$ cat src/verilog/status_outputs_regs.svh
`ifndef STATUS_OUTPUTS_REGS_SVH
`define STATUS_OUTPUTS_REGS_SVH

// ----------------------------------------------------------------
// register offsets (byte addresses, one word each)
// ----------------------------------------------------------------
`define OFS_ROT_LEVEL 8'h00
`define OFS_VCMP_WIDTH 8'h04
`define OFS_POSITIONING_COMPLETED_OUT_WIDTH 8'h08
`define OFS_TIMING_SEL 8'h0c
`define OFS_CONFIG 8'h10
`define OFS_ALLOC 8'h14
`define OFS_FLAGS 8'h18
`define OFS_IRQ_STATUS 8'h1c
`define OFS_IRQ_MASK 8'h20

// ----------------------------------------------------------------
// limits and reset values
// ----------------------------------------------------------------
`define ROT_LEVEL_MIN 14'h0001
`define ROT_LEVEL_MAX 14'h2710
`define ROT_LEVEL_RST 14'h0014
`define VCMP_WIDTH_MAX 7'h64
`define VCMP_WIDTH_RST 7'h0a
`define POSITIONING_COMPLETED_OUT_WIDTH_MAX 31'h40000000
`define POSITIONING_COMPLETED_OUT_WIDTH_RST 31'h00000007

// ----------------------------------------------------------------
// field positions
// ----------------------------------------------------------------
`define CFG_ABS_ENC_BIT 0
`define CFG_RESTART_BIT 1
`define FLAG_WARN 0
`define FLAG_ROT 1
`define FLAG_READY 2
`define FLAG_VCMP 3
`define FLAG_POSITIONING_COMPLETED_OUT 4
`define NUM_FLAGS 5
`define NUM_PINS 3
`define ALLOC_BITS 2

`endif

$ cat src/verilog/status_outputs_pkg.sv
package status_outputs_pkg;

    // control loop the drive is running
    typedef enum logic [1:0] {
        MODE_SPEED,
        MODE_POSITION,
        MODE_TORQUE
    } ctrl_mode_t;

    // qualifier for positioning-completed
    typedef enum logic [1:0] {
        TIMING_ERROR_ONLY,
        TIMING_FILTERED_ZERO,
        TIMING_INPUT_ZERO
    } timing_sel_t;

endpackage

$ cat src/verilog/status_pin_mux.sv
`timescale 1ns/1ns
`include "status_outputs_regs.svh"

// routes each status flag to the pin its allocation field names
module status_pin_mux (
    input wire logic clk, // control clock
    input wire logic rst_n, // synchronous reset
    input wire logic [`NUM_FLAGS-1:0] flags, // asserted flags
    input wire logic [`NUM_FLAGS*`ALLOC_BITS-1:0] alloc, // pin per flag, 0 = none
    output logic [`NUM_PINS-1:0] pins_q // 1 = contact closed
);

    // ----------------------------------------------------------------
    // pin combine
    // ----------------------------------------------------------------
    logic [`NUM_PINS-1:0] pins_d;

    // unallocated flags reach no pin; shared pins act as or
    always_comb begin
        pins_d = '0;
        for (int f = 0; f < `NUM_FLAGS; f++) begin
            for (int p = 0; p < `NUM_PINS; p++) begin
                if (alloc[f*`ALLOC_BITS +: `ALLOC_BITS] == `ALLOC_BITS'(p + 1) && flags[f]) begin
                    pins_d[p] = 1'b1;
                end
            end
        end
    end

    // open contacts while in reset
    always_ff @(posedge clk) begin
        if (!rst_n) begin
            pins_q <= '0;
        end else begin
            pins_q <= pins_d;
        end
    end

endmodule

$ cat src/verilog/servo_status_outputs.sv
// Register access over Avalon-MM and the address map were decided locally.
`timescale 1ns/1ns
`include "status_outputs_regs.svh"

module servo_status_outputs
    import status_outputs_pkg::*;
(
    input wire logic clk, // control clock, 125 mhz
    input wire logic rst_n, // synchronous reset
    input wire logic [7:0] address, // byte address
    input wire logic read, // read request
    input wire logic write, // write request
    input wire logic [31:0] writedata, // write data
    input wire logic [3:0] byteenable, // byte lanes
    output logic [31:0] readdata, // read data
    output logic waitrequest, // stall
    input wire logic main_power_on, // main circuit supply on
    input wire logic hardwired_base_block, // base block active
    input wire logic alarm_active, // any alarm present
    input wire logic warning_active, // any warning present
    input wire logic encoder_power_on_command, // one-cycle command pulse
    input wire logic abs_data_sent, // absolute data sent to host
    input wire logic servo_on_command, // one-cycle command pulse
    input wire status_outputs_pkg::ctrl_mode_t ctrl_mode, // running loop
    input wire logic signed [15:0] motor_speed, // rpm, signed
    input wire logic signed [15:0] reference_speed, // rpm, signed
    input wire logic signed [31:0] position_error, // reference units
    input wire logic filtered_ref_zero, // filtered reference is zero
    input wire logic ref_input_zero, // reference input is zero
    output logic servo_on_accept_q, // pulse, servo-on taken
    output logic servo_on_refused_q, // pulse, servo-on refused
    output logic [`NUM_PINS-1:0] status_pins_q, // contacts, 1 = closed
    output logic irq_q // level interrupt
);

    // ----------------------------------------------------------------
    // helpers
    // ----------------------------------------------------------------

    // magnitude of a signed value
    function automatic logic [32:0] magnitude(input logic signed [32:0] v);
        magnitude = v[32] ? 33'(-v) : 33'(v);
    endfunction

    // merge write data into a word under byte enables
    function automatic logic [31:0] merge(input logic [31:0] old, input logic [31:0] wd,
                                          input logic [3:0] be);
        for (int i = 0; i < 4; i++) begin
            merge[i*8 +: 8] = be[i] ? wd[i*8 +: 8] : old[i*8 +: 8];
        end
    endfunction

    // ----------------------------------------------------------------
    // declarations
    // ----------------------------------------------------------------
    logic [13:0] rot_level_q;
    logic [6:0] vcmp_width_q;
    logic [30:0] positioning_completed_out_width_q;
    logic [1:0] timing_pend_q;
    timing_sel_t timing_q;
    logic abs_enc_q;
    logic [`NUM_FLAGS*`ALLOC_BITS-1:0] alloc_q;
    logic [`NUM_FLAGS-1:0] flags_q;
    logic [`NUM_FLAGS-1:0] flags_d;
    logic [`NUM_FLAGS-1:0] irq_status_q;
    logic [`NUM_FLAGS-1:0] irq_mask_q;
    logic encoder_on_q;
    logic [31:0] readdata_d;
    logic wr_take;
    logic rd_take;
    logic [31:0] wr_word;
    logic [32:0] speed_mag;
    logic [32:0] speed_diff_mag;
    logic [32:0] pos_err_mag;
    logic positioning_completed_out_qual;

    // ----------------------------------------------------------------
    // bus handshake
    // ----------------------------------------------------------------

    // write lands on the edge waitrequest is low; read data latched on the edge it drops
    assign wr_take = write && !waitrequest;
    assign rd_take = read && waitrequest;

    // one wait state per access: drop waitrequest for one cycle
    always_ff @(posedge clk) begin
        if (!rst_n) begin
            waitrequest <= 1'b1;
        end else if ((read || write) && waitrequest) begin
            waitrequest <= 1'b0;
        end else begin
            waitrequest <= 1'b1;
        end
    end

    // ----------------------------------------------------------------
    // write decode
    // ----------------------------------------------------------------

    // word as software would see it after the write
    always_comb begin
        wr_word = merge(readdata_d, writedata, byteenable);
    end

    // detection level, clamped into its range
    always_ff @(posedge clk) begin
        if (!rst_n) begin
            rot_level_q <= `ROT_LEVEL_RST;
        end else if (wr_take && address == `OFS_ROT_LEVEL) begin
            if (wr_word[31:14] != '0 || wr_word[13:0] > `ROT_LEVEL_MAX) begin
                rot_level_q <= `ROT_LEVEL_MAX;
            end else if (wr_word[13:0] < `ROT_LEVEL_MIN) begin
                rot_level_q <= `ROT_LEVEL_MIN;
            end else begin
                rot_level_q <= wr_word[13:0];
            end
        end
    end

    // coincidence width, clamped to 100
    always_ff @(posedge clk) begin
        if (!rst_n) begin
            vcmp_width_q <= `VCMP_WIDTH_RST;
        end else if (wr_take && address == `OFS_VCMP_WIDTH) begin
            if (wr_word[31:7] != '0 || wr_word[6:0] > `VCMP_WIDTH_MAX) begin
                vcmp_width_q <= `VCMP_WIDTH_MAX;
            end else begin
                vcmp_width_q <= wr_word[6:0];
            end
        end
    end

    // completed width, clamped to its maximum
    always_ff @(posedge clk) begin
        if (!rst_n) begin
            positioning_completed_out_width_q <= `POSITIONING_COMPLETED_OUT_WIDTH_RST;
        end else if (wr_take && address == `OFS_POSITIONING_COMPLETED_OUT_WIDTH) begin
            if (wr_word[31] || wr_word[30:0] > `POSITIONING_COMPLETED_OUT_WIDTH_MAX) begin
                positioning_completed_out_width_q <= `POSITIONING_COMPLETED_OUT_WIDTH_MAX;
            end else begin
                positioning_completed_out_width_q <= wr_word[30:0];
            end
        end
    end

    // timing code is stored, then applied only at restart
    always_ff @(posedge clk) begin
        if (!rst_n) begin
            timing_pend_q <= 2'h0;
            timing_q <= TIMING_ERROR_ONLY;
        end else begin
            if (wr_take && address == `OFS_TIMING_SEL) begin
                timing_pend_q <= wr_word[1:0];
            end
            if (wr_take && address == `OFS_CONFIG && wr_word[`CFG_RESTART_BIT]) begin
                unique case (timing_pend_q)
                    2'h1: timing_q <= TIMING_FILTERED_ZERO;
                    2'h2: timing_q <= TIMING_INPUT_ZERO;
                    default: timing_q <= TIMING_ERROR_ONLY;
                endcase
            end
        end
    end

    // encoder type and pin allocation
    always_ff @(posedge clk) begin
        if (!rst_n) begin
            abs_enc_q <= 1'b0;
            alloc_q <= '0;
        end else if (wr_take) begin
            if (address == `OFS_CONFIG) begin
                abs_enc_q <= wr_word[`CFG_ABS_ENC_BIT];
            end
            if (address == `OFS_ALLOC) begin
                alloc_q <= wr_word[`NUM_FLAGS*`ALLOC_BITS-1:0];
            end
        end
    end

    // ----------------------------------------------------------------
    // encoder power-on latch
    // ----------------------------------------------------------------

    // command counts only once absolute data has gone out
    always_ff @(posedge clk) begin
        if (!rst_n) begin
            encoder_on_q <= 1'b0;
        end else if (encoder_power_on_command && abs_data_sent) begin
            encoder_on_q <= 1'b1;
        end
    end

    // ----------------------------------------------------------------
    // comparisons
    // ----------------------------------------------------------------

    // magnitudes of speed, speed difference and position error
    always_comb begin
        speed_mag = magnitude(33'(motor_speed));
        speed_diff_mag = magnitude(33'(reference_speed) - 33'(motor_speed));
        pos_err_mag = magnitude(33'(position_error));
    end

    // extra qualifier chosen by the timing code
    always_comb begin
        unique case (timing_q)
            TIMING_ERROR_ONLY: positioning_completed_out_qual = 1'b1;
            TIMING_FILTERED_ZERO: positioning_completed_out_qual = filtered_ref_zero;
            TIMING_INPUT_ZERO: positioning_completed_out_qual = ref_input_zero;
            default: positioning_completed_out_qual = 1'b1;
        endcase
    end

    // flag conditions
    always_comb begin
        flags_d = '0;
        flags_d[`FLAG_WARN] = warning_active;
        flags_d[`FLAG_ROT] = speed_mag >= 33'(rot_level_q);
        flags_d[`FLAG_READY] = main_power_on && !hardwired_base_block && !alarm_active
                               && (!abs_enc_q || encoder_on_q);
        flags_d[`FLAG_VCMP] = (ctrl_mode == MODE_SPEED)
                              && (speed_diff_mag < 33'(vcmp_width_q));
        flags_d[`FLAG_POSITIONING_COMPLETED_OUT] = (ctrl_mode == MODE_POSITION)
                              && (pos_err_mag < 33'(positioning_completed_out_width_q)) && positioning_completed_out_qual;
    end

    // registered flags
    always_ff @(posedge clk) begin
        if (!rst_n) begin
            flags_q <= '0;
        end else begin
            flags_q <= flags_d;
        end
    end

    // ----------------------------------------------------------------
    // servo-on acceptance
    // ----------------------------------------------------------------

    // only a ready drive takes the servo-on command
    always_ff @(posedge clk) begin
        if (!rst_n) begin
            servo_on_accept_q <= 1'b0;
            servo_on_refused_q <= 1'b0;
        end else begin
            servo_on_accept_q <= servo_on_command && flags_q[`FLAG_READY];
            servo_on_refused_q <= servo_on_command && !flags_q[`FLAG_READY];
        end
    end

    // ----------------------------------------------------------------
    // interrupts
    // ----------------------------------------------------------------

    // rising flags set sticky bits; a set beats a write-one clear
    always_ff @(posedge clk) begin
        if (!rst_n) begin
            irq_status_q <= '0;
        end else begin
            for (int i = 0; i < `NUM_FLAGS; i++) begin
                if (flags_d[i] && !flags_q[i]) begin
                    irq_status_q[i] <= 1'b1;
                end else if (wr_take && address == `OFS_IRQ_STATUS && byteenable[0] && writedata[i]) begin
                    irq_status_q[i] <= 1'b0;
                end
            end
        end
    end

    // mask register
    always_ff @(posedge clk) begin
        if (!rst_n) begin
            irq_mask_q <= '0;
        end else if (wr_take && address == `OFS_IRQ_MASK) begin
            irq_mask_q <= wr_word[`NUM_FLAGS-1:0];
        end
    end

    // interrupt level
    always_ff @(posedge clk) begin
        if (!rst_n) begin
            irq_q <= 1'b0;
        end else begin
            irq_q <= |(irq_status_q & irq_mask_q);
        end
    end

    // ----------------------------------------------------------------
    // read decode
    // ----------------------------------------------------------------

    // unmapped addresses read zero
    always_comb begin
        readdata_d = '0;
        unique case (address)
            `OFS_ROT_LEVEL: readdata_d[13:0] = rot_level_q;
            `OFS_VCMP_WIDTH: readdata_d[6:0] = vcmp_width_q;
            `OFS_POSITIONING_COMPLETED_OUT_WIDTH: readdata_d[30:0] = positioning_completed_out_width_q;
            `OFS_TIMING_SEL: readdata_d[1:0] = timing_pend_q;
            `OFS_CONFIG: readdata_d[`CFG_ABS_ENC_BIT] = abs_enc_q;
            `OFS_ALLOC: readdata_d[`NUM_FLAGS*`ALLOC_BITS-1:0] = alloc_q;
            `OFS_FLAGS: readdata_d = {26'h0, encoder_on_q, flags_q};
            `OFS_IRQ_STATUS: readdata_d[`NUM_FLAGS-1:0] = irq_status_q;
            `OFS_IRQ_MASK: readdata_d[`NUM_FLAGS-1:0] = irq_mask_q;
            default: readdata_d = '0;
        endcase
    end

    // read data captured as waitrequest drops, held until next read
    always_ff @(posedge clk) begin
        if (!rst_n) begin
            readdata <= '0;
        end else if (rd_take) begin
            readdata <= readdata_d;
        end
    end

    // ----------------------------------------------------------------
    // pin routing
    // ----------------------------------------------------------------
    status_pin_mux u_pin_mux (
        .clk(clk),
        .rst_n(rst_n),
        .flags(flags_q),
        .alloc(alloc_q),
        .pins_q(status_pins_q)
    );

endmodule

$ cat config.mk
export PLATFORM = sky130hd
export DESIGN_NAME = servo_status_outputs
export DESIGN_NICKNAME = d
export VERILOG_FILES = /design/src/verilog/status_outputs_pkg.sv /design/src/verilog/status_pin_mux.sv /design/src/verilog/servo_status_outputs.sv
export VERILOG_INCLUDE_DIRS = /design/src /design/src/verilog
export SDC_FILE = /design/constraint.sdc
export NUM_CORES = 1
export LEC_CHECK = 0
export ABC_AREA = 1
export BUFFER_PORTS_ARGS = -buffer_cell sky130_fd_sc_hd__buf_2
export CORE_ASPECT_RATIO = 1.25
export CORE_MARGIN = 8
export CORE_UTILIZATION = 50
export CTS_BUF_LIST = sky130_fd_sc_hd__clkbuf_16
export CTS_CLUSTER_DIAMETER = 40
export DETAILED_ROUTE_END_ITERATION = 10
export GPL_TIMING_DRIVEN = 0
export PLACE_DENSITY = 0.77
export REMOVE_ABC_BUFFERS = 1
export SYNTH_ARGS = -nofsm -noshare
export SYNTH_HDL_FRONTEND = slang
export SYNTH_SLANG_ARGS = --single-unit
$ cat constraint.sdc
create_clock -name clk -period 6 [get_ports clk]
set_input_delay 1.8 -clock clk [delete_from_list [all_inputs] [get_ports clk]]
set_output_delay 1.8 -clock clk [all_outputs]
set_load 0.005 [all_outputs]
* Yosys cells after proc, flatten, opt, wreduce, memory -nomap -nowiden
Cells that the tools add are included.
** Storage, ports and cells
- Register bits :: 121
- Bits in latches :: 0
- Bits in writable memories :: 0
- Memory bits (read-only) :: 0
- Output and inout bits :: 39
- Word-level logic and storage cells :: 179
- Memories :: 0
** Cells by class
- Add/subtract/negate cells :: 4
- Multipliers :: 0
- Div/mod/pow operators :: 0
- Order comparisons :: 7
- Equal/unequal tests :: 28
- Shift-type cells :: 0
- Multiplexer cells :: 46
- Bitwise operators :: 1
- Reductions and logical operators :: 72
** Operator list (count)
- two-way mux 33 bit :: 3
- logical AND 1 bit :: 46
- greater-or-equal comparator 33 x 14 -> 1 bit :: 1
- less-than comparator 33 x 31 -> 1 bit :: 1
- less-than comparator 33 x 7 -> 1 bit :: 1
- negation 16 -> 33 bit :: 1
- negation 17 -> 33 bit :: 1
- negation 32 -> 33 bit :: 1
- == test 8 x 5 -> 1 bit, second input constant :: 4
- two-way mux 8 bit :: 4
- greater-than comparator 31 bit, second input constant :: 1
- two-way mux 31 bit :: 1
- two-way mux 14 bit :: 2
- two-way mux 1 bit :: 26
- nonzero test 25 bit :: 1
- == test 2 bit, second input constant :: 12
- one-hot mux 3 bit (7 select lines) :: 1
- nonzero test 18 bit :: 1
- two-way mux 17 bit :: 1
- subtractor 16 x 16 -> 17 bit :: 1
- == test 2 x 1 -> 1 bit, second input constant :: 8
- == test 8 x 4 -> 1 bit, second input constant :: 2
- greater-than comparator 14 bit, second input constant :: 1
- less-than comparator 14 x 1 -> 1 bit, second input constant :: 1
- 19 further kinds :: 36

* Depth between registers and ports, before layout
Gate-level depths: netlist of run 1.
- Depth in word-level cells :: 7
- Depth in mapped cells :: 29
- Gate-level depth less buffers :: 28

* Modules after synthesis
From an unflattened synthesis of run 1, not the netlist that was laid out.
** Unflattened totals
- Cell total of the unflattened synthesis :: 1603
- Area, all modules :: 9942.0 sq um
** By module, submodules not included
- servo_status_outputs :: times used 1, cells each 1562, area an instance 9721.8 sq um
- status_pin_mux :: times used 1, cells each 41, area an instance 220.2 sq um

* Worst setup path before layout of run 1
Ideal clock, no wire load.
- Path kind :: input-to-reg
- From :: input motor_speed[15]
- To :: register irq_status_q[3]
- Library setup time :: 0.060 ns
- Arrival :: 4.854 ns
- Data required time :: 5.940 ns
- Setup slack :: 1.086 ns
- Stages on the path :: 26
- Cell sequence :: clkbuf_1 -> clkinv_1 -> ha_1 -> a21oi_1 -> o21ai_0 -> a21oi_1 -> nand2_1 -> nand2_1 -> nand2_1 -> inv_2 -> buf_2 -> nand2_1 -> xor2_1 -> inv_1 -> ha_1 -> nand2_1 -> inv_1 -> o21ai_0 -> nand4_1 -> a31oi_1 -> nand2_1 -> nor2_1 -> nand3_1 -> nor2_1 -> nand3_1 -> nand2_1
** On the way
- Cells in the longest elaborated chain, start to end :: 7
- Elaborated cells on any way between the ends :: 8
- Classes of those cells :: 2 x add/sub; 1 x order compare; 2 x mux; 3 x reduce/logical
** RTL lines
- start: declaration :: RTL line servo_status_outputs.sv:25 : input wire logic signed [15:0] motor_speed,
- subtractor 16 x 16 -> 17 bit * :: RTL line servo_status_outputs.sv:200 : speed_diff_mag = magnitude(33'(reference_speed) - 33'(motor_speed));
- negation 17 -> 33 bit :: RTL line servo_status_outputs.sv:42 : magnitude = v[32] ? 33'(-v) : 33'(v);
- two-way mux 33 bit * :: RTL line servo_status_outputs.sv:42
- less-than comparator 33 x 7 -> 1 bit * :: RTL line servo_status_outputs.sv:222 : && (speed_diff_mag < 33'(vcmp_width_q));
- logical AND 1 bit * :: RTL line servo_status_outputs.sv:222
- logical AND 1 bit * :: RTL line servo_status_outputs.sv:261 : if (flags_d[i] && !flags_q[i]) begin
- two-way mux 1 bit or nonzero test 2 bit (tied branches)
- end signal: assignment :: RTL line servo_status_outputs.sv:258 : irq_status_q <= '0;
- end signal: indexed assignment :: RTL line servo_status_outputs.sv:262 : irq_status_q[i] <= 1'b1;
- end signal: indexed assignment :: RTL line servo_status_outputs.sv:264 : irq_status_q[i] <= 1'b0;
- end: declaration :: RTL line servo_status_outputs.sv:65 : logic [`NUM_FLAGS-1:0] irq_status_q;
Every way passes the cells marked *; elsewhere a longest branch is shown, timed or not.
A chain may end at the register's enable or synchronous reset.

* Worst setup path in the final report of run 1
- From :: input address[1]
- To :: register positioning_completed_out_width_q[4]
** On the way
- Cells in the longest elaborated chain, start to end :: 6
- Elaborated cells on any way between the ends :: 24
- Classes of those cells :: 1 x order compare; 8 x eq/ne; 12 x mux; 3 x reduce/logical
** RTL lines
- start: declaration :: RTL line servo_status_outputs.sv:10 : input wire logic [7:0] address,
- == test 8 x 6 -> 1 bit, or another cell as far along :: RTL line servo_status_outputs.sv:295 : unique case (address)
- one-hot mux 1 bit (9 select lines), or another cell as far along :: RTL line servo_status_outputs.sv:295
- two-way mux 8 bit :: RTL line servo_status_outputs.sv:49 : merge[i*8 +: 8] = be[i] ? wd[i*8 +: 8] : old[i*8 +: 8];
- greater-than comparator 31 bit (no line)
- logical OR 1 bit (no line)
- two-way mux 31 bit :: RTL line servo_status_outputs.sv:138 : if (wr_word[31] || wr_word[30:0] > `POSITIONING_COMPLETED_OUT_WIDTH_MAX) begin
- end signal: assignment :: RTL line servo_status_outputs.sv:136 : positioning_completed_out_width_q <= `POSITIONING_COMPLETED_OUT_WIDTH_RST;
- end signal: assignment :: RTL line servo_status_outputs.sv:139 : positioning_completed_out_width_q <= `POSITIONING_COMPLETED_OUT_WIDTH_MAX;
- end signal: assignment :: RTL line servo_status_outputs.sv:141 : positioning_completed_out_width_q <= wr_word[30:0];
- end: declaration :: RTL line servo_status_outputs.sv:58 : logic [30:0] positioning_completed_out_width_q;
Parallel ways exist; a longest one is shown, timed or not.

==> results_dict.tcl, run 1 <==
set metrics [dict create \
    route.vias.total 10640 \
    top_library_cells_by_usage_in_the_layout_fill_and_taps_aside "nand2_1 (384), inv_1 (234), buf_2 (160)" \
    design_area_um2 11480 \
    first_global_vias 10380 \
    yosysTopAreaCellShare_pct 24.29 \
    ctsLongestPathBuffers 2 \
    post_cts.resized_instances 0 \
    critical_path.max_stage_delay_ns 1.29 \
    timing_worst_setup_path_type "input pin to register" \
    grt_overflow_total 0 \
    synth_top_cells_by_area "dfxtp_1 (24%), nand2_1 (14%), ha_1 (8.9%)" \
    floorplan.die.height_um 173.9 \
    grt_pass1_wl_mm 49.22 \
    critical_path.startpoint_type "input pin" \
    synth_edf_count 0 \
    number_of_i_o_pins 162 \
    fin_hold_ws_ns 0.4660 \
    count_of_maximum_capacitance_violations 0 \
    outcome "complete, no violations" \
    synth-seq-cells 121 \
    cts.clk_slew.worst_paths_ns 0.06 \
    die-area_um2 24750 \
    detailed_place.area_um2 10860 \
    min-delay-path-class "register to register" \
    netlist-cell-type-count 52 \
    synth_sequential_area_ratio_pct 24.29 \
    timing_hold_violations_final 0 \
    worstSkewPairLatency_ns 0.42 \
    grt_max_degree 56 \
    worst_setup_path_end_kind "register" \
    ant_nets 0 \
    drive_above_1_share_pct 17.31 \
    final.period_utilization_pct 89.41 \
    layout.nets 1904 \
    routabilityCongestion 0.9522 \
    path_common_cell "nor2_4" \
    final.fill_count 1862 \
    path_cells "buf_2 > nor2_4 > nand3_2 > nor2_4 > inv_2 > nor2_2 > clkinv_1 > nor2_1 > nand2_2 > a21oi_2" \
    root_driver "clkbuf_16" \
    first_iter_violations 669 \
    power.ir.vdd_worst_mv 0.1483 \
    period_needed_ns 5.365 \
    post-dp-hpwl_mm 23.56 \
    io_buffer_count 160 \
    cts_inserted_buffers 17 \
    clock_tree.htree_level_count 4 \
    ys_dominant_reg_cell "dfxtp_1" \
    slew_headroom_pct 16.19 \
    max_freq_mhz 186.4 \
    antenna_found_initial 0 \
    wl_mm 30.42 \
    post-cts-setup-buffers 0 \
    slew_at_the_pin_closest_to_its_max_slew_limit_ns 1.249 \
    async_reset_ff_share_pct 0 \
    std_cell_rows 57 \
    drt_first_pass_iters 5 \
    max_slew_violations 0 \
    synth-warning-count 0 \
    design.core.area_um2 19470 \
    synth.largest_area_cell "dfxtp_1" \
    insertedDiodeCount 0 \
    fp.dieW_um 142.3 \
    avg_wl_per_cell_um 15.31 \
    static-leakage-power_nw 5.565 \
    drcViolationCount 0 \
    post_cts_hold_buffer_count 0 \
    global_route.usage.total_pct 24.22 \
    most_frequent_standard_cell_in_the_layout_excluding_fill_and_tap_cells "nand2_1" \
    drt-vias-per-instance 5.355 \
    tritoncts_num_sinks 121 \
    power_density_nw_per_um2 215.6 \
    average_cell_area_after_synthesis_um2 6.323 \
    mappedNetlistArea_um2 9972 \
    postSynthCellCount 1577 \
    syn_to_final_growth_pct 15.13 \
    cts_tree "built" \
    critPathRequiredTime_ns 6.35 \
    crit_path_max_fanout 43 \
    timing.critical_path.arrival_ns 5.72 \
    setup_viol 0 \
    floorplan.initialDensity_pct 51.22 \
    worst_path_max_delay_cell "clkinv_1" \
    grt_setup_unrepaired "no" \
    timing.clock.skew_ns 0.009343 \
]
[metrics by stage]
step	total power, mW	setup slack, ns	cells	utilization [%]	TNS, ns
floorplan	1.211	1.310	1529	-	0
global placement	1.389	-0.4336	1954	55.68	-11.30
detailed placement	1.400	0.2498	1955	55.79	0
CTS	2.477	0.6352	1987	58.97	0
global route	2.590	0.2754	1987	58.97	0
finish	2.476	0.6351	1987	58.97	0
[registers in the layout, summed over array words and instances (netlist names), 2 cells and up]
name,cells
flags_q,5
readdata,31
positioning_completed_out_width_q,31
timing_q,2
irq_mask_q,5
irq_status_q,5
rot_level_q,14
timing_pend_q,2
u_pin_mux.pins_q,3
alloc_q,10
vcmp_width_q,7
[routing by layer]
layer | up-vias | GRT usage (%) | wire length (um) | share of wire [%]
met1 | 4786 | 26.67 | 12100 | 40
met3 | 95 | 3.646 | 1970 | 6.5
met4 | 0 | 13.58 | 1394 | 4.6
met2 | 395 | 43.33 | 14960 | 49
met5 | - | 0 | 0 | 0
li1 | 5365 | - | - | -
[synth_stat cells, drive strengths merged (3+ instances only)]
| master | count |
|---|---|
| nor3 | 18 |
| nor4 | 7 |
| a21oi | 121 |
| clkbuf | 27 |
| dfxtp | 121 |
| o31ai | 3 |
| a211oi | 5 |
| or2 | 6 |
| and2 | 3 |
| nand3 | 114 |
| nor2 | 157 |
| o21ai | 104 |
| ha | 71 |
| inv | 245 |
| nand2 | 422 |
| xnor2 | 12 |
| o211ai | 16 |
| a31oi | 12 |
| nand4 | 29 |
| nand3b | 9 |
| xor2 | 36 |
| buf | 21 |
| clkinv | 3 |
[cells by family (layout without fill, tap and decap cells)]
family / after synthesis / count (layout) / synth area share (%)
fa+ha+maj: 72 / 72 / 9.109
flops: 121 / 121 / 24.29
other cells: 1 / 1 / 0.03761
buf+inv: 296 / 441 / 11.98
xor+xnor: 48 / 48 / 4.216
compound gates: 273 / 273 / 15.87
simple gates: 766 / 766 / 34.49
[where the power goes]
part,total [mW],switching [mW],leakage (nW),internal [mW]
combinational,0.555,0.353,4.29,0.202
sequential,0.835,0.0117,0.983,0.823
clock,1.09,0.423,0.294,0.663
[worst paths after layout]
path | startpoint | endpoint | slack, ns | depth (start not counted)
worst max-delay path | address[1] | positioning_completed_out_width_q[4] | 0.64 | 10
worst min-delay path | vcmp_width_q[4] | vcmp_width_q[4] | 0.47 | 2
worst max register to register | waitrequest | positioning_completed_out_width_q[4] | 2.45 | 7
worst min register to register | vcmp_width_q[4] | vcmp_width_q[4] | 0.47 | 2
[worst max-delay path: cells and delay by family]
family,cells,cell delay [ns]
buffers and inverters,3,1.51
AND/OR/NAND/NOR,6,2.23
AO/OA/AOI/OAI,1,0.16
[layout make-up]
cell class	count	area, um2	share of cell area (%)
multi-input combinational	1160	6357	55.37
sequential	121	2422	21.10
inverter	248	930.9	8.108
timing repair buffer	161	820.8	7.149
clock buffer	17	425.4	3.705
tap	265	331.6	2.888
clock inverter	15	192.7	1.678
No activity file was read; power rests on OpenSTA's default activity.
==> inputs of run 2 (changes only) <==
- PLACE_DENSITY: 0.77 -> 0.84
- clock period: 6 -> 6.6 ns (I/O delays scaled with it)
==> run 2 against run 1 <==
  * Critical path depth unchanged
  * Hold slack got worse by 0.0054 ns
  * Largest power group unchanged
  * Total power shrank 13%
  * Utilization fell by 0.26 points
  * Via count is 0.23% higher
  * Sequential share of layout area is 0.092 points higher
  * Clock power fell by 17%
  * Sequential power decreased by 9.1%
  * Setup slack improved by 0.48 ns
  * Count of clock-buffer cells in the layout unchanged
==> results_dict.tcl, run 2 (synthesis results as in run 1) <==
set metrics [dict create \
    outcome "complete, no violations" \
    antenna_found_initial 2 \
    fin_total_pwr_mw 2.160 \
    post-cts-setup-buffers 0 \
    drt-vias-per-instance 5.367 \
    grt_setup_unrepaired "no" \
    max_slew_violations 0 \
    count_of_maximum_capacitance_violations 0 \
    detailed_place.area_um2 10860 \
    wl_mm 30.13 \
    period_needed_ns 5.481 \
    max_freq_mhz 182.5 \
    final.fill_count 1814 \
    setup_viol 0 \
    crit_path_max_fanout 43 \
    first_iter_violations 739 \
    static-leakage-power_nw 5.547 \
    power_density_nw_per_um2 189.0 \
    worst_setup_path_end_kind "register" \
    drt_first_pass_iters 5 \
    drcViolationCount 0 \
    ctsLongestPathBuffers 2 \
    worst_path_max_delay_cell "clkinv_1" \
    post_cts.resized_instances 0 \
    critical_path.startpoint_type "input pin" \
    path_common_cell "nor2_4" \
    slew_at_the_pin_closest_to_its_max_slew_limit_ns 1.242 \
    root_driver "clkbuf_16" \
    setup-tns-final_ns 0 \
    design_area_um2 11430 \
    insertedDiodeCount 0 \
    timing.critical_path.arrival_ns 5.84 \
    multi_input_comb_area_um2 6357 \
    first_global_vias 10370 \
    post-dp-hpwl_mm 23.74 \
    critPathRequiredTime_ns 6.96 \
    seqCellArea_um2 2422 \
    timing.clock.skew_ns 0.008548 \
    timing_hold_violations_final 0 \
    drive_above_1_share_pct 17.25 \
    floorplan.die.height_um 173.9 \
    cts.clk_slew.worst_paths_ns 0.06 \
    tritoncts_num_sinks 121 \
    fp.dieW_um 142.3 \
    cts_tree "built" \
    global_route.usage.total_pct 24.04 \
    routabilityCongestion 0.9495 \
    post_cts_hold_buffer_count 0 \
    std_cell_rows 57 \
    design.core.area_um2 19470 \
    grt_max_degree 56 \
    number_of_i_o_pins 162 \
    io_buffer_count 160 \
    path_cells "buf_2 > nor2_4 > nand3_2 > nor2_4 > inv_2 > nor2_2 > clkinv_1 > nor2_1 > nand2_2 > a21oi_2" \
    post-route-util_pct 58.71 \
    most_frequent_standard_cell_in_the_layout_excluding_fill_and_tap_cells "nand2_1" \
    avg_wl_per_cell_um 15.16 \
    ant_nets 0 \
    final.period_utilization_pct 83.04 \
    clock_tree.htree_level_count 4 \
    top_library_cells_by_usage_in_the_layout_fill_and_taps_aside "nand2_1 (384), inv_1 (234), buf_2 (160)" \
    grt_pass1_wl_mm 48.82 \
    layout.nets 1904 \
    critical_path.max_stage_delay_ns 1.26 \
    syn_to_final_growth_pct 14.63 \
    slew_headroom_pct 16.67 \
    layout_top_registers "positioning_completed_out_width_q x31, readdata x31, rot_level_q x14" \
    grt_overflow_total 0 \
    die-area_um2 24750 \
    cts_inserted_buffers 17 \
    min-delay-path-class "register to register" \
    timing_worst_setup_path_type "input pin to register" \
    power.ir.vdd_worst_mv 0.1477 \
    floorplan.initialDensity_pct 51.22 \
    route.vias.total 10670 \
    worstSkewPairLatency_ns 0.42 \
]
[run 2: final cells by class]
class / count / area share [%]
well taps: 265 / 2.901
multi-input cells: 1160 / 55.61
flip-flops and latches: 121 / 21.19
inverters: 248 / 8.144
clock buffers: 17 / 3.722
clock inverters: 15 / 1.248
repair buffers: 161 / 7.180
[run 2: worst paths after layout]
kind               start                              endpoint  slack (ns)  depth (start not counted)
max           address[1]  positioning_completed_out_width_q[9]        1.12                         10
min          waitrequest                           waitrequest        0.46                          1
max reg2reg  waitrequest  positioning_completed_out_width_q[9]        2.98                          7
min reg2reg  waitrequest                           waitrequest        0.46                          1
[run 2: through the flow]
stage          hold slack (ns)  setup slack (ns)  std cells
2_1_floorplan           0.4366             1.730       1529
3_3_place_gp            0.4335            0.2048       1954
3_5_place_dp            0.4436            0.1940       1955
4_1_cts                 0.4583            0.6367       1987
5_1_grt                 0.4829            0.7758       1987
6_report                0.4605             1.119       1987
[run 2: critical path, delay by kind of cell]
kind	cells	cell delay, ns
AO/OA/AOI/OAI	1	0.14
AND/OR/NAND/NOR	6	2.21
buffers and inverters	3	1.47
[run 2: where the power goes]
group          switching [mW]  internal (mW)  leakage (nW)  total, mW
logic                   0.316          0.184          4.29      0.501
registers              0.0102          0.749         0.983      0.759
clock network           0.375          0.525         0.276      0.901
total                   0.702           1.46          5.55       2.16
[run 2: layer usage]
layer	global-route usage, %	share of wire [%]
met3	4.962	7.0
met4	10.79	3.2
met1	26.45	40
met2	43.25	50
met5	0	0.090
